**src/swd_params.svh**
```systemverilog
/*
  Constants for the second-stage walk attribute decoder: entry field
  positions, register offsets, control field positions and reset values.
  Assumes nothing. Include it by its bare name.
*/
`ifndef SWD_PARAMS_SVH
`define SWD_PARAMS_SVH

// ==========================================================================
// entry field positions, relative to entry bit 160 (word 5 of the entry)
`define SWD_ENTRY_BASE      160
`define SWD_IR_LSB          8
`define SWD_OR_LSB          10
`define SWD_SH_LSB          12
`define SWD_TG_LSB          14
`define SWD_PS_LSB          16
`define SWD_FMT_BIT         19
`define SWD_CFG_S2_BIT      1

// ==========================================================================
// register byte offsets
`define SWD_CTRL_OFS        12'h000
`define SWD_STATUS_OFS      12'h004
`define SWD_FAULTCNT_OFS    12'h008

// ==========================================================================
// control register fields and reset value
`define SWD_CTRL_PRESENT    0
`define SWD_CTRL_LATER_REV  1
`define SWD_CTRL_FLAG_UPD   2
`define SWD_CTRL_GSUP_LSB   4
`define SWD_CTRL_CAP_LSB    8
`define SWD_CTRL_W          11
`define SWD_CTRL_RST        11'h571

// ==========================================================================
// encodings
`define SWD_PS_40           3'h2
`define SWD_PS_48           3'h5
`define SWD_PS_52           3'h6
`define SWD_PS_RSVD         3'h7
`define SWD_TG_RSVD         2'h3
`define SWD_SH_RSVD         2'h1
`define SWD_SH_NON          2'h0
`define SWD_SH_OUTER        2'h2
`define SWD_CACHE_NC        2'h0
`define SWD_ADDR_W          52
`define SWD_HI_LSB          48

`endif

```
**src/swd_pkg.sv**
```systemverilog
/*
  Types shared by the walk attribute decoder.
  Assumes the constants header is compiled alongside.
*/
`default_nettype none
package swd_pkg;
  // granule encodings as stored in the entry
  typedef enum logic [1:0] {
    SWD_GRAN_4K   = 2'h0,
    SWD_GRAN_64K  = 2'h1,
    SWD_GRAN_16K  = 2'h2,
    SWD_GRAN_RSVD = 2'h3
  } swd_gran_t;
endpackage
`default_nettype wire

```
**src/swd_decoder.sv**
```systemverilog
/*
  Second-stage walk attribute decoder. Decodes cacheability, shareability,
  granule and output size fields of a stream table entry, flags illegal
  entries, checks walk output addresses against the effective size, and
  exposes control and status over an APB slave.
  Assumes the walker drives the entry fields synchronously to pclk and
  supplies its own input-size/start-level consistency verdict.
*/
`timescale 1ns/1ps
`default_nettype none
`include "swd_params.svh"

// Behaviour
// - flag updates happen only when inner and outer walk attrs are write-back.
// - with no second stage present, all walk fields read as zero.
// - bits 171:170 are outer walk cacheability, encoded like inner.
// - bits 173:172 are walk shareability: 00 non, 10 outer, 11 inner.
// - shareability 01 behaves as 00, non-shareable.
// - inner and outer non-cacheable forces outer shareable walks.
// - bits 175:174 select granule: 00 4KB, 01 64KB, 10 16KB, 11 reserved.
// - granule field ignored while second-stage translation is off.
// - 32-bit table format forces a 4KB granule.
// - 64-bit format with reserved or unsupported granule makes entry illegal.
// - inconsistent region size or start level makes entry illegal.
// - bits 178:176 set output size: 32,36,40,42,44,48,52 bits.
// - earlier revision treats output encodings 110 and 111 as 101.
// - later revision treats output encoding 111 as 110.
// - inner cacheability: 00 NC, 01 WB RA WA, 10 WT RA, 11 WB RA.
// - bit 179 selects table format: 0 32-bit, 1 64-bit.
// - fault when output address bits 47 (51 with a 64KB granule) down to effective size are nonzero.
// - config bit 1 enables second stage; legality checks apply only then.
module swd_decoder (
  // clock and reset
  input  wire logic        pclk,
  input  wire logic        presetn,
  // apb slave
  input  wire logic        psel,
  input  wire logic        penable,
  input  wire logic        pwrite,
  input  wire logic [11:0] paddr,
  input  wire logic [31:0] pwdata,
  output logic      [31:0] prdata,
  output logic             pready,
  output logic             pslverr,
  // entry fields from the walker
  input  wire logic        entry_valid,
  input  wire logic [2:0]  entry_config_field,
  input  wire logic [31:0] entry_word,
  input  wire logic        size_level_consistent,
  // output address check
  input  wire logic        addr_check_valid,
  input  wire logic [51:0] walk_out_addr,
  // decoded results to the walker
  output logic [1:0]       eff_inner_cache,
  output logic [1:0]       eff_outer_cache,
  output logic [1:0]       eff_share,
  output logic [1:0]       eff_granule,
  output logic [2:0]       eff_out_size_enc,
  output logic [5:0]       eff_out_size_bits,
  output logic             walk_64bit_format,
  output logic             hw_table_flag_update,
  output logic             entry_illegal,
  output logic             addr_size_fault
);

  // ==========================================================================
  // registers
  logic [`SWD_CTRL_W-1:0] ctrl_reg;
  logic [15:0]            status_reg;
  logic [15:0]            faultcnt_reg;
  logic [15:0]            faultcnt_next;

  // ==========================================================================
  // control fields
  wire logic       present      = ctrl_reg[`SWD_CTRL_PRESENT];
  wire logic       later_rev    = ctrl_reg[`SWD_CTRL_LATER_REV];
  wire logic       flag_upd_en  = ctrl_reg[`SWD_CTRL_FLAG_UPD];
  wire logic [2:0] gran_support = ctrl_reg[`SWD_CTRL_GSUP_LSB +: 3]; // 4K, 16K, 64K
  wire logic [2:0] size_cap     = ctrl_reg[`SWD_CTRL_CAP_LSB +: 3];

  // ==========================================================================
  // field extraction; absent second stage reads everything as zero
  wire logic [31:0] fields     = present ? entry_word : 32'h0000_0000;
  wire logic        s2_enabled = present & entry_config_field[`SWD_CFG_S2_BIT];
  wire logic [1:0]  raw_ir     = fields[`SWD_IR_LSB +: 2];
  wire logic [1:0]  raw_or     = fields[`SWD_OR_LSB +: 2];
  wire logic [1:0]  raw_sh     = fields[`SWD_SH_LSB +: 2];
  wire logic [1:0]  raw_tg     = fields[`SWD_TG_LSB +: 2];
  wire logic [2:0]  raw_ps     = fields[`SWD_PS_LSB +: 3];
  wire logic        fmt64      = fields[`SWD_FMT_BIT];

  // ==========================================================================
  // shareability: reserved folds to non, non-cacheable forces outer
  wire logic        both_nc  = (raw_ir == `SWD_CACHE_NC) && (raw_or == `SWD_CACHE_NC);
  wire logic [1:0]  sh_fold  = (raw_sh == `SWD_SH_RSVD) ? `SWD_SH_NON : raw_sh;
  assign eff_share       = both_nc ? `SWD_SH_OUTER : sh_fold;
  // all decode is combinational so the walker sees results in the entry's own cycle
  assign eff_inner_cache = raw_ir;
  assign eff_outer_cache = raw_or;

  // flag updates only when both walk attrs are write-back (01 or 11);
  // the non-cacheable and write-through cases skip them since the
  // atomic update may need the descriptor already cached
  assign hw_table_flag_update = flag_upd_en & raw_ir[0] & raw_or[0];

  // ==========================================================================
  // granule: ignored when stage off, forced 4K for 32-bit tables
  wire logic gran_rsvd = (raw_tg == `SWD_TG_RSVD);
  wire logic gran_sup  = (raw_tg == swd_pkg::SWD_GRAN_4K)  ? gran_support[0] :
                         (raw_tg == swd_pkg::SWD_GRAN_16K) ? gran_support[1] :
                         (raw_tg == swd_pkg::SWD_GRAN_64K) ? gran_support[2] : 1'b0;
  wire logic use_tg    = s2_enabled & fmt64 & ~gran_rsvd;
  assign eff_granule   = use_tg ? raw_tg : swd_pkg::SWD_GRAN_4K;
  assign walk_64bit_format = fmt64;

  // ==========================================================================
  // legality, only while second-stage translation is on
  wire logic gran_bad = fmt64 & (gran_rsvd | ~gran_sup);
  assign entry_illegal = s2_enabled & (gran_bad | ~size_level_consistent);

  // ==========================================================================
  // output size: reserved substitution per revision, then cap
  wire logic [2:0] ps_top  = later_rev ? `SWD_PS_52 : `SWD_PS_48;
  wire logic [2:0] ps_sub  = (raw_ps == `SWD_PS_RSVD) ? ps_top :
                             (raw_ps == `SWD_PS_52 && !later_rev) ? `SWD_PS_48 : raw_ps;
  wire logic [2:0] ps_cap  = (size_cap > ps_top) ? ps_top : size_cap;
  wire logic [2:0] ps_min  = (ps_sub > ps_cap) ? ps_cap : ps_sub;
  assign eff_out_size_enc  = fmt64 ? ps_min : `SWD_PS_40;

  // encoding to bit count
  function automatic logic [5:0] swd_size_bits(input logic [2:0] enc);
    logic [5:0] bits;
    bits = 6'h20;
    case (enc)
      3'h0:    bits = 6'h20;
      3'h1:    bits = 6'h24;
      3'h2:    bits = 6'h28;
      3'h3:    bits = 6'h2A;
      3'h4:    bits = 6'h2C;
      3'h5:    bits = 6'h30;
      default: bits = 6'h34;
    endcase
    return bits;
  endfunction

  assign eff_out_size_bits = swd_size_bits(eff_out_size_enc);

  // ==========================================================================
  // address size fault; bits 51:48 count only with a 64K granule
  wire logic [51:0] low_mask  = (52'h1 << eff_out_size_bits) - 52'h1;
  wire logic [51:0] hi_mask   = (eff_granule == swd_pkg::SWD_GRAN_64K) ? 52'hF_FFFF_FFFF_FFFF
                                                                       : 52'h0_FFFF_FFFF_FFFF;
  wire logic [51:0] over_bits = walk_out_addr & ~low_mask & hi_mask;
  assign addr_size_fault = addr_check_valid & s2_enabled & (|over_bits);

  // ==========================================================================
  // apb decode; zero wait states, unmapped offsets answer with an error
  wire logic access     = psel & penable;
  wire logic hit_ctrl   = (paddr == `SWD_CTRL_OFS);
  wire logic hit_status = (paddr == `SWD_STATUS_OFS);
  wire logic hit_fcnt   = (paddr == `SWD_FAULTCNT_OFS);
  wire logic mapped     = hit_ctrl | hit_status | hit_fcnt;
  wire logic wr_ctrl    = access & pwrite & hit_ctrl;
  wire logic wr_fcnt    = access & pwrite & hit_fcnt;

  assign pready  = 1'b1;
  assign pslverr = access & ~mapped;
  assign prdata  = ~access   ? 32'h0000_0000 :
                   hit_ctrl  ? {21'h0, ctrl_reg} :
                   hit_status ? {16'h0, status_reg} :
                   hit_fcnt  ? {16'h0, faultcnt_reg} : 32'h0000_0000;

  // fault counter: a fault in the clearing cycle still counts
  wire logic fault_sat = &faultcnt_reg;
  assign faultcnt_next = wr_fcnt ? {15'h0, addr_size_fault} :
                         (addr_size_fault & ~fault_sat) ? faultcnt_reg + 16'h1 : faultcnt_reg;

  // ==========================================================================
  // control register
  always_ff @(posedge pclk or negedge presetn) begin
    if (!presetn) begin
      ctrl_reg <= `SWD_CTRL_RST;
    end else if (wr_ctrl) begin
      ctrl_reg <= pwdata[`SWD_CTRL_W-1:0];
    end
  end

  // snapshot of the last decoded entry, for software to inspect
  always_ff @(posedge pclk or negedge presetn) begin
    if (!presetn) begin
      status_reg <= 16'h0000;
    end else if (entry_valid) begin
      status_reg <= {1'b0, hw_table_flag_update, walk_64bit_format, s2_enabled,
                     entry_illegal, eff_out_size_enc, eff_granule, eff_share,
                     eff_outer_cache, eff_inner_cache};
    end
  end

  // address size fault counter
  always_ff @(posedge pclk or negedge presetn) begin
    if (!presetn) begin
      faultcnt_reg <= 16'h0000;
    end else begin
      faultcnt_reg <= faultcnt_next;
    end
  end

endmodule
`default_nettype wire

```
**config.mk**
```make
export PLATFORM = sky130hd
export DESIGN_NAME = swd_decoder
export DESIGN_NICKNAME = d
export VERILOG_FILES = /design/src/swd_pkg.sv /design/src/swd_decoder.sv
export VERILOG_INCLUDE_DIRS = /design/src
export SDC_FILE = /design/constraint.sdc
export NUM_CORES = 1
export LEC_CHECK = 0
export BUFFER_PORTS_ARGS = -buffer_cell sky130_fd_sc_hd__buf_2
export CAP_MARGIN = 30
export CELL_PAD_IN_SITES_DETAIL_PLACEMENT = 0
export CELL_PAD_IN_SITES_GLOBAL_PLACEMENT = 1
export CORE_MARGIN = 3
export CORE_UTILIZATION = 33
export CTS_CLUSTER_SIZE = 16
export DETAILED_ROUTE_END_ITERATION = 10
export PLACE_DENSITY = 0.88
export SLEW_MARGIN = 20
export SYNTH_ARGS = -nofsm -noshare
export SYNTH_HDL_FRONTEND = slang
export SYNTH_SLANG_ARGS = --single-unit
```
**constraint.sdc**
```tcl
create_clock -name pclk -period 6.7 [get_ports pclk]
set_input_delay 0.67 -clock pclk [delete_from_list [all_inputs] [get_ports pclk]]
set_output_delay 0.67 -clock pclk [all_outputs]
set_load 0.005 [all_outputs]
```
== Word-level counts from Yosys, hierarchy flattened ==
Index checks and enable logic that the tools add are counted.
Word-level totals
  output and inout bits: 55
  register bits after elaboration: 42
  logic and storage cells: 81
  bits of input ports: 139
Operators by class
  add/sub/neg operators: 2
  bitwise gates (word level): 27
  mux-type cells: 21
  magnitude comparators: 2
  shift-type cells: 1
  equality and inequality tests: 14
  reduce and logical (&&, ||, !) cells: 11
Operators by type and width (number)
  bitwise AND 52 bit: 2
  two-way mux 16 bit: 6
  two-way mux 52 bit: 1
  inverter 52 bit: 1
  OR reduction 52 bit: 1
  left shift 1 x 6 -> 52 bit, first input constant: 1
  subtractor 52 x 1 -> 52 bit, second input constant: 1
  case mux 5 bit (6 select lines): 1
  two-way mux 20 bit: 1
  adder 16 x 1 -> 16 bit, second input constant: 1
  AND reduction 16 bit: 1
  bitwise AND 1 bit: 15
  two-way mux 3 bit: 5
  equality test 12 x 3 -> 1 bit, second input constant: 1
  equality test 12 x 4 -> 1 bit, second input constant: 1
  equality test 3 bit, second input constant: 4
  zero test 12 bit: 1
  two-way mux 2 bit: 4
  equality test 2 x 1 -> 1 bit, second input constant: 3
  equality test 3 x 2 -> 1 bit, second input constant: 2
  > comparator 3 bit: 2
  zero test 2 bit: 3
  inverter 1 bit: 5
  equality test 2 bit, second input constant: 2
  7 further kinds: 13

== Longest topological paths before layout ==
Gate-level depths: netlist of the first run.
  depth after elaboration: 20
  mapped depth: 19
  depth with buffers taken out: 18

== Least setup slack after synthesis of the first run ==
Ideal clock, no wire load.
  path kind: register to output
  from: reg ctrl_reg[1]
  to: out addr_size_fault
  required time: 6030 ps
  arrival: 4074 ps
  setup slack: 1956 ps
  buffers on the path: 0
  stages on the path, launching flop included: 18
  cell sequence: dfrtp_1 inv_1 ha_1 nor2b_4 o211ai_1 a21oi_1 ha_1 and3b_1 o21ai_1 a211oi_1 a211oi_1 nand2_1 ha_1 or2_2 o32a_1 a22oi_4 nand2_1 and2_1
On the way
  longest elaborated chain between the ends: 16
  elaborated cells on any way between the ends: 24
  classes of those cells: 1 x add/sub; 2 x order compare; 5 x eq/ne; 1 x shift; 7 x mux; 4 x bitwise; 4 x reduce/logical
Ends and longest elaborated chain
  from (decl): line swd_decoder.sv:68  | logic [`SWD_CTRL_W-1:0] ctrl_reg;
  from (signal assigned): line swd_decoder.sv:182  | ctrl_reg <= `SWD_CTRL_RST;
  from (signal assigned): line swd_decoder.sv:184  | ctrl_reg <= pwdata[`SWD_CTRL_W-1:0];
  branches (longest 5 deep; another with > comparator 3 bit)
  two-way mux 3 bit (*): line swd_decoder.sv:127  | wire logic [2:0] ps_min = (ps_sub > ps_cap) ? ps_cap : ps_sub;
  two-way mux 3 bit (no line) (*)
  equality test 3 bit, or another cell as far along: line swd_decoder.sv:134  | case (enc)
  case mux 5 bit (6 select lines) (*): line swd_decoder.sv:134
  left shift 1 x 6 -> 52 bit (*): line swd_decoder.sv:150  | wire logic [51:0] low_mask = (52'h1 << eff_out_size_bits) - 52'h1;
  subtractor 52 x 1 -> 52 bit (*): line swd_decoder.sv:150
  inverter 52 bit (*): line swd_decoder.sv:153  | wire logic [51:0] over_bits = walk_out_addr & ~low_mask & hi_mask;
  bitwise AND 52 bit (*) (2 in a row): line swd_decoder.sv:153
  OR reduction 52 bit (*): line swd_decoder.sv:154  | assign addr_size_fault = addr_check_valid & s2_enabled & (|over_bits);
  bitwise AND 1 bit (*): line swd_decoder.sv:154
  to (decl): line swd_decoder.sv:63  | output logic addr_size_fault
Every way passes the cells marked *.

== Final worst setup path of the first run ==
Ends and elaborated chain as after synthesis.

==> flow_summary.yaml, run 1 <==
cells_and_area:
  fin_util: 0.4100
  largest_reg_flops: 16
  syn2layout_area_growth_pct: 19.62
  final_cell_mix: "buf_2, nor2_1, dfrtp_1"
  fillers: 997
  layout-drive-gt1-share: 0.3370
  num-nets-final: 602
  antennaDiodeCount: 0
  final_common_cell: "buf_2"
sta:
  tns_ns: 0
  finalHoldViolCount: 0
  tightest_slew_ns: 0.7849
  fin_crit_ns: 5.948
  max_freq_mhz: 168.1
  hold_ws_ns: 0.2228
  rsz0062_at_grt: "false"
  slew_violations: 0
  relSlewSlack: 0.4752
  final.period_utilization: 0.8877
  setup_violations: 0
  setup_ws_ns: 0.7522
  skew_ns: 0.01258
run:
  max_cap_violations: 0
place:
  numPortBuffers: 99
  preCtsSetupSlack_ns: 1.128
  place_congestion: 0.8183
  dp_hpwl_um: 6932
route:
  wl_met2_um: 4114
  met3WireLength_um: 511
  drc_errors: 0
  antenna_left: 0
  routedWlPerCell_um: 14.99
  wl_met1_um: 4083
  drt-total-wl_um: 8787
  first_pass_iters: 4
  top_layer_used: "met4"
  vias: 2987
  drt_iter0_drc: 119
  viasPerCell: 5.097
power_and_ir_drop:
  p_sw_uw: 118.5
  powerDensity_nw_per_um2: 123.1
  clkPwrFrac: 0.345
  p_int_uw: 349.9
  combPwrFrac: 0.113
  peakVddDrop_mv: 0.06679
  seq_power_share: 0.542
  p_leak_nw: 1.928
  switching_share: 0.2530
synthesis:
  synth_cell_types: 64
  ys.flop_type: "dfrtp_1"
  async_flop_share: 1.000
  netlist_instances: 363
  avgSynthCellArea_sq_um: 8.765
  ys_seq_elements: 42
  seq_area_frac_synth: 0.3327
  synth.area.mux_share: 0.1341
  synth-edff-count: 0
  synth.cell_area_sq_um: 3182
  synth-simple-area-share: 0.2466
  synth_compound_area_frac: 0.1663
  synthAdderAreaFrac: 0.02753
  synth_top_family_by_area: "simple AND/OR/NAND/NOR gates"
  synth-xor-area-share: 0.008258
  ys.warnings.count: 0
global_routing:
  grt_pass1_wl_um: 14020
  grt_pass1_vias: 2836
  grt_max_degree: 43
  grt_usage: 0.1580
  overflow: 0
  antenna_found_initial: 0
cts:
  cts_num_sinks: 42
  htreeDepth: 2
  clk_pin_slew_ns: 0.09
  clk_root_buffer_cell: "clkbuf_8"
  hold_buffers: 0
  cts.repair.resized: 0
  cts_setup_buffers: 0
  cts_buffers: 5
  cts_tree: "built"
  clkLatencyLatePin_ns: 0.30
  clk_path_buf_depth: 2
status:
  status: "finished, final reports clean"
min_path:
  hp-class: "in -> async"
setup_path:
  worst_setup_path_start_kind: "flip-flop"
  r2r_start: "ctrl_reg[1]$_DFFE_PN0P_"
  cp.required_ns: 6.03
  endpoint_kind: "output port"
  ff2ff_path_depth: 18
  critPathKind: "reg -> out"
  r2r_end: "faultcnt_reg[3]$_DFFE_PN0P_"
  worstPathArrival_ns: 5.28
  r2r_slack_ns: 1.48
  critPathLaunch: "ctrl_reg[1]$_DFFE_PN0P_"
  path_max_fanout: 6
die:
  num_io_pins: 194
  dieArea_sq_um: 10860
  start_util: 0.3427
  row_count: 35
  coreArea_sq_um: 9284
  die_width_um: 104.2
  die_h_um: 104.2
-- metrics by stage --
step / power, mW / cells / area, sq um
6_report: 0.4685 / 586 / 3806
3_3_place_gp: 0.3090 / 576 / 3696
5_1_grt: 0.4871 / 586 / 3806
2_1_floorplan: 0.2886 / 381 / 3249
3_5_place_dp: 0.3104 / 577 / 3704
4_1_cts: 0.4703 / 585 / 3786
-- cell type report --
type	instances	area (sq um)	share of cell area
Tap cell	129	161.4	0.04241
Timing Repair Buffer	102	530.5	0.1394
Sequential cell	42	1059	0.2781
Inverter	11	43.79	0.01151
Clock inverter	2	10.01	0.002630
Clock buffer	6	72.57	0.01907
Multi-Input combinational cell	294	1929	0.5069
-- how the worst max path moves through the flow --
| stage | cells past startpoint | endpoint |
|---|---|---|
| floorplan | 17 | addr_size_fault |
| global placement | 18 | addr_size_fault |
| detailed placement | 18 | addr_size_fault |
| CTS | 18 | addr_size_fault |
| global route | 18 | addr_size_fault |
| finish | 18 | addr_size_fault |
-- power by group through the flow --
stage	Combinational, mW	Clock (mW)	Sequential, mW
2_1_floorplan	0.0298	0	0.259
3_3_place_gp	0.0501	0	0.259
3_5_place_dp	0.0515	0	0.259
4_1_cts	0.0517	0.165	0.254
5_1_grt	0.0590	0.174	0.254
6_report	0.0530	0.161	0.254
-- worst max-delay path: stages (launching register included) --
cell and delay, ns:
dfrtp_1 0.42, inv_1 0.12, ha_1 0.33, nor2b_4 0.13, o211ai_1 0.45, a21oi_1 0.14, ha_1 0.33, and3b_1 0.19
o21ai_1 0.38, a211oi_1 0.13, a211oi_1 0.54, nand2_1 0.12, ha_1 0.28, or2_2 0.31, o32a_1 0.32, a22oi_4 0.29
nand2_1 0.14, and2_1 0.19, buf_2 0.13
-- cells in the mapped netlist, types with 2 or more instances --
library cell | count | area (sq um)
inv_1 | 9 | 33.78
dfrtp_1 | 36 | 900.9
nand4_1 | 6 | 37.54
nor4_1 | 4 | 25.02
conb_1 | 2 | 7.510
nand2b_1 | 9 | 56.30
or4_1 | 4 | 30.03
o211ai_1 | 2 | 15.01
a21boi_0 | 4 | 30.03
a22oi_1 | 4 | 30.03
and2_1 | 7 | 43.79
a211oi_1 | 4 | 30.03
buf_4 | 19 | 142.6
buf_6 | 2 | 22.52
a21oi_1 | 22 | 110.1
nor3b_1 | 3 | 22.52
nand3_1 | 15 | 75.07
buf_2 | 2 | 10.01
and3b_1 | 2 | 17.52
o21ai_1 | 2 | 10.01
mux2_2 | 21 | 236.5
and3_2 | 2 | 15.01
nand2_1 | 30 | 112.6
nand3b_1 | 2 | 15.01
mux2i_1 | 19 | 190.2
ha_1 | 7 | 87.58
dfstp_2 | 6 | 157.7
clkbuf_1 | 10 | 37.54
nand4b_1 | 3 | 26.28
a21o_1 | 3 | 22.52
nor3_1 | 6 | 30.03
o21ai_0 | 10 | 50.05
a31oi_1 | 2 | 12.51
nor2_1 | 42 | 157.7
xnor2_1 | 3 | 26.28
nor2b_1 | 2 | 12.51
and3_1 | 6 | 37.54
o221ai_1 | 2 | 17.52
o21a_1 | 4 | 30.03
-- cells by family (layout without fill, tap and decap cells) --
logic type | after synthesis | after routing
buffers and inverters | 45 | 121
other | 2 | 20
AOI/OAI and AO/OA | 73 | 73
muxes | 40 | 40
and+or+nand+nor | 151 | 151
xor gates and xnor gates | 3 | 3
DFF | 42 | 42
adders and majority gates | 7 | 7
-- layer usage --
metal	up-vias	track usage
met2	102	0.2563
met3	7	0.03104
met4	0	0.03704
li1	1450	-
met1	1428	0.2176
met5	-	0
(Power assumes the default switching activity.)
==> run 2, diff against run 1 <==
--- a/config.mk
+++ b/config.mk
@@ -14,6 +14,7 @@
 export CORE_UTILIZATION = 33
 export CTS_CLUSTER_SIZE = 16
 export DETAILED_ROUTE_END_ITERATION = 10
+export GPL_TIMING_DRIVEN = 0
 export PLACE_DENSITY = 0.88
 export SLEW_MARGIN = 20
 export SYNTH_ARGS = -nofsm -noshare
==> run 2 against run 1 <==
Maximum frequency rose by 0.75%. Sequential cell count is the same. Sequential share of layout area shrank 1.4 points. Total power grew 5.5%. Clock power up 11%. Clock-buffer cell count decreased by 1. Largest power group unchanged.
==> flow_summary.yaml, run 2 (synthesized netlist as in run 1, its figures left out) <==
sta:
  tns_ns: 0
  relSlewSlack: 0.4830
  max_freq_mhz: 169.4
  finalHoldViolCount: 0
  setup_ws_ns: 0.7966
  setup_violations: 0
  fin_crit_ns: 5.903
  skew_ns: 0.01350
  rsz0062_at_grt: "false"
  tightest_slew_ns: 0.7736
  final.period_utilization: 0.8811
  slew_violations: 0
route:
  first_pass_iters: 4
  routedWlPerCell_um: 14.59
  antenna_left: 0
  drt_iter0_drc: 119
  viasPerCell: 4.990
  drc_errors: 0
  vias: 3074
  drt-total-wl_um: 8990
cells_and_area:
  final_cell_count_no_fill: 616
  num-nets-final: 632
  final_common_cell: "buf_2"
  final_cell_mix: "buf_2, nor2_1, dfrtp_1"
  layout-drive-gt1-share: 0.3593
  fin_util: 0.4321
  largest_reg_flops: 16
  antennaDiodeCount: 0
  syn2layout_area_growth_pct: 26.07
die:
  dieArea_sq_um: 10860
  die_h_um: 104.2
  num_io_pins: 194
  row_count: 35
  coreArea_sq_um: 9284
  start_util: 0.3427
  die_width_um: 104.2
global_routing:
  overflow: 0
  antenna_found_initial: 0
  grt_pass1_wl_um: 14600
  grt_usage: 0.1626
  grt_max_degree: 43
  grt_pass1_vias: 3008
setup_path:
  path_max_fanout: 6
  worst_setup_path_start_kind: "flip-flop"
  ff2ff_path_depth: 19
  worstPathArrival_ns: 5.23
  critPathKind: "reg -> out"
  cp.required_ns: 6.03
  endpoint_kind: "output port"
cts:
  clk_root_buffer_cell: "clkbuf_8"
  hold_buffers: 0
  clk_pin_slew_ns: 0.10
  cts.repair.resized: 0
  cts_num_sinks: 42
  cts_buffers: 5
  cts_tree: "built"
  htreeDepth: 2
  clk_path_buf_depth: 2
  cts_setup_buffers: 0
  clkLatencyLatePin_ns: 0.30
place:
  preCtsSetupSlack_ns: 1.170
  dp_cells: 607
  numPortBuffers: 97
  place_congestion: 0.8417
  dp_hpwl_um: 7257
min_path:
  hp-class: "in -> async"
power_and_ir_drop:
  powerDensity_nw_per_um2: 123.3
  p_leak_nw: 2.052
  peakVddDrop_mv: 0.07929
  p_total_uw: 494.4
run:
  max_cap_violations: 0
status:
  status: "finished, final reports clean"
==> run 2: worst paths after layout <==
path,from,end,slack [ns]
max in group asynchronous,presetn,ctrl_reg[0]$_DFFE_PN1P_,5.86
max reg2reg,ctrl_reg[1]$_DFFE_PN0P_,faultcnt_reg[13]$_DFFE_PN0P_,1.59
max,ctrl_reg[1]$_DFFE_PN0P_,addr_size_fault,0.80
min reg2reg,status_reg[1]$_DFFE_PN0P_,status_reg[1]$_DFFE_PN0P_,0.52
min,presetn,faultcnt_reg[11]$_DFFE_PN0P_,0.29
min in group pclk,status_reg[1]$_DFFE_PN0P_,status_reg[1]$_DFFE_PN0P_,0.52
==> run 2: where the power goes <==
group          total (mW)  switching, mW  internal (mW)
logic              0.0617         0.0309         0.0308
clock network       0.179          0.101         0.0775
registers           0.254       0.000279          0.254
total               0.494          0.132          0.362
==> run 2: layer usage <==
| layer | up-vias | share of wire | track usage |
|---|---|---|---|
| met2 | 95 | 0.47 | 0.2683 |
| met4 | 0 | 0.012 | 0.03704 |
| met5 | - | 0 | 0 |
| met3 | 11 | 0.065 | 0.03228 |
| met1 | 1464 | 0.45 | 0.2203 |
| li1 | 1504 | - | - |
==> run 2: area by class of cell <==
| type | count | area (sq um) |
|---|---|---|
| Fill cell | 971 | 5273 |
| Multi-Input combinational cell | 294 | 1929 |
| Sequential cell | 42 | 1059 |
| Timing Repair Buffer | 98 | 505.5 |
| Buffer | 34 | 217.7 |
| Tap cell | 129 | 161.4 |
| Clock buffer | 5 | 68.82 |
| Inverter | 11 | 43.79 |
| Clock inverter | 3 | 26.28 |
==> run 2: stage by stage <==
stage	hold slack (ns)	instance area (sq um)
2_1_floorplan	0.3744	3249
3_3_place_gp	0.4909	3896
3_5_place_dp	0.4969	3896
4_1_cts	0.5197	3991
5_1_grt	0.3045	4011
6_report	0.2850	4011
==> run 2: critical path, cell delays in order, from the launching register on <==
cell and delay [ns]:
dfrtp_1 0.43, inv_1 0.12, ha_1 0.33, nor2b_4 0.14, o211ai_1 0.42, a21oi_1 0.14, ha_1 0.33, and3b_1 0.19
o21ai_1 0.38, a211oi_1 0.13, a211oi_1 0.51, nand2_1 0.12, ha_1 0.29, or2_2 0.31, o32a_1 0.32, a22oi_4 0.30
nand2_1 0.14, and2_1 0.19, buf_2 0.13
==> run 3, diff against run 2 <==
--- a/config.mk
+++ b/config.mk
@@ -15,7 +15,7 @@
 export CTS_CLUSTER_SIZE = 16
 export DETAILED_ROUTE_END_ITERATION = 10
 export GPL_TIMING_DRIVEN = 0
-export PLACE_DENSITY = 0.88
+export PLACE_DENSITY_LB_ADDON = 0.1
 export SLEW_MARGIN = 20
 export SYNTH_ARGS = -nofsm -noshare
 export SYNTH_HDL_FRONTEND = slang
==> run 3 against run 2 <==
Non-clock buffer count stayed put. Maximum frequency is 0.74% lower. Global-route usage increased by 1.2 points. First-iteration DRC count decreased by 22%. Largest cell class unchanged. Largest power group unchanged. Combinational power up 0.6%.
==> flow_summary.yaml, run 3 (synthesized netlist as in run 1, its figures left out) <==
status:
  status: "finished, final reports clean"
power_and_ir_drop:
  peakVddDrop_mv: 0.07021
  p_leak_nw: 2.051
  powerDensity_nw_per_um2: 124.2
global_routing:
  overflow: 0
  grt_usage: 0.1748
  use_met2: 0.2813
  top_usage_layer: "met2"
  grt_max_degree: 29
  grtUsageMet3: 0.04097
  antenna_found_initial: 0
  grt_pass1_wl_um: 15350
  grt_pass1_vias: 3002
  grt_use_met1: 0.2383
setup_path:
  cp-endpoint: "addr_size_fault"
  ff2ff_path_depth: 19
  r2r_start: "ctrl_reg[1]$_DFFE_PN0P_"
  r2r_end: "faultcnt_reg[13]$_DFFE_PN0P_"
  cp.required_ns: 6.03
  critPathMaxStageDelay_ns: 0.55
  worst_setup_path_start_kind: "flip-flop"
  cp_slowest_cell: "a211oi_1"
  r2r_slack_ns: 1.54
  worstPathArrival_ns: 5.28
  critPathKind: "reg -> out"
  critPathLaunch: "ctrl_reg[1]$_DFFE_PN0P_"
  path_max_fanout: 6
  path_cells: "inv_1 > ha_1 > nor2b_4 > o211ai_1 > a21oi_1 > ha_1 > and3b_1 > o21ai_1 > nand2_1 > a211oi_1 > nand2_1 > ha_1 > or2_2 > o32a_1 > a22oi_4 > nand2_1 > and2_1 > buf_2"
  endpoint_kind: "output port"
die:
  die_width_um: 104.2
  coreArea_sq_um: 9284
  row_count: 35
  start_util: 0.3427
  dieArea_sq_um: 10860
  num_io_pins: 194
  die_h_um: 104.2
sta:
  relSlewSlack: 0.4618
  finalHoldViolCount: 0
  setup_ws_ns: 0.7526
  final.period_utilization: 0.8877
  tns_ns: 0
  skew_ns: 0.01548
  tightest_slew_ns: 0.8052
  rsz0062_at_grt: "false"
  hold_ws_ns: 0.2679
  max_freq_mhz: 168.1
  fin_crit_ns: 5.947
  slew_violations: 0
  setup_violations: 0
cts:
  cts_setup_buffers: 0
  cts_buffers: 5
  clkLatencyLatePin_ns: 0.30
  cts_num_sinks: 42
  htreeDepth: 2
  clk_pin_slew_ns: 0.09
  clk_root_buffer_cell: "clkbuf_8"
  clk_path_buf_depth: 2
  cts.repair.resized: 0
  cts_tree: "built"
  hold_buffers: 0
route:
  drt_iter0_drc: 93
  first_pass_iters: 4
  viasPerCell: 4.946
  vias: 3047
  routedWlPerCell_um: 15.68
  drt-total-wl_um: 9656
  drc_errors: 0
  antenna_left: 0
cells_and_area:
  antennaDiodeCount: 0
  largest_reg_flops: 16
  syn2layout_area_growth_pct: 26.07
  layout-drive-gt1-share: 0.3573
  final_common_cell: "buf_2"
  final_cell_mix: "buf_2, nor2_1, dfrtp_1"
  final_cell_count_no_fill: 616
  num-nets-final: 632
place:
  place_congestion: 0.8056
  dp_cells: 608
  numPortBuffers: 97
  dp_hpwl_um: 7720
  preCtsSetupSlack_ns: 1.084
run:
  max_cap_violations: 0
min_path:
  hp-class: "in -> async"
run 3: worst min-delay path by stage:
stage	from	slack, ns	end
after floorplan	presetn	0.37	ctrl_reg[1]$_DFFE_PN0P_
after global placement	status_reg[14]$_DFFE_PN0P_	0.49	status_reg[14]$_DFFE_PN0P_
after detailed placement	ctrl_reg[3]$_DFFE_PN0P_	0.50	ctrl_reg[3]$_DFFE_PN0P_
after CTS	presetn	0.28	faultcnt_reg[3]$_DFFE_PN0P_
after global routing	presetn	0.29	faultcnt_reg[15]$_DFFE_PN0P_
final	presetn	0.27	faultcnt_reg[0]$_DFFE_PN0P_
run 3: final cells by class:
class                   count  area [sq um]
repair buffers             98         505.5
clock buffers               7         86.33
multi-input cells         294          1929
clock inverters             1         8.758
inverters                  11         43.79
fillers                   982          5273
plain buffers              34         217.7
well taps                 129         161.4
flip-flops and latches     42          1059
run 3: metrics by stage:
step / util / instance area, sq um / total power [mW]
2_1_floorplan: - / 3249 / 0.2886
3_3_place_gp: 0.4197 / 3896 / 0.3189
3_5_place_dp: 0.4218 / 3916 / 0.3210
4_1_cts: 0.4321 / 4011 / 0.5045
5_1_grt: 0.4321 / 4011 / 0.5209
6_report: 0.4321 / 4011 / 0.4981
run 3: worst max-delay path, delay by kind of cell (launching register included):
kind	cells	cell delay, ns
AND/OR/NAND/NOR	7	1.20
buffers and inverters	2	0.23
AO/OA/AOI/OAI	6	2.19
adder cells (fa/ha/maj)	3	0.93
flip-flops	1	0.42
run 3: power breakdown:
part | switching (mW) | internal, mW | total, mW | leakage, nW
Combinational | 0.0313 | 0.0308 | 0.0621 | 1.46
Sequential | 0.000295 | 0.254 | 0.254 | 0.539
Clock | 0.0966 | 0.0854 | 0.182 | 0.0489
run 3: layer usage:
layer,up-vias,part of all wire
li1,1512,-
met1,1432,0.48
met2,96,0.45
met3,7,0.058
met4,0,0.0096
met5,-,0
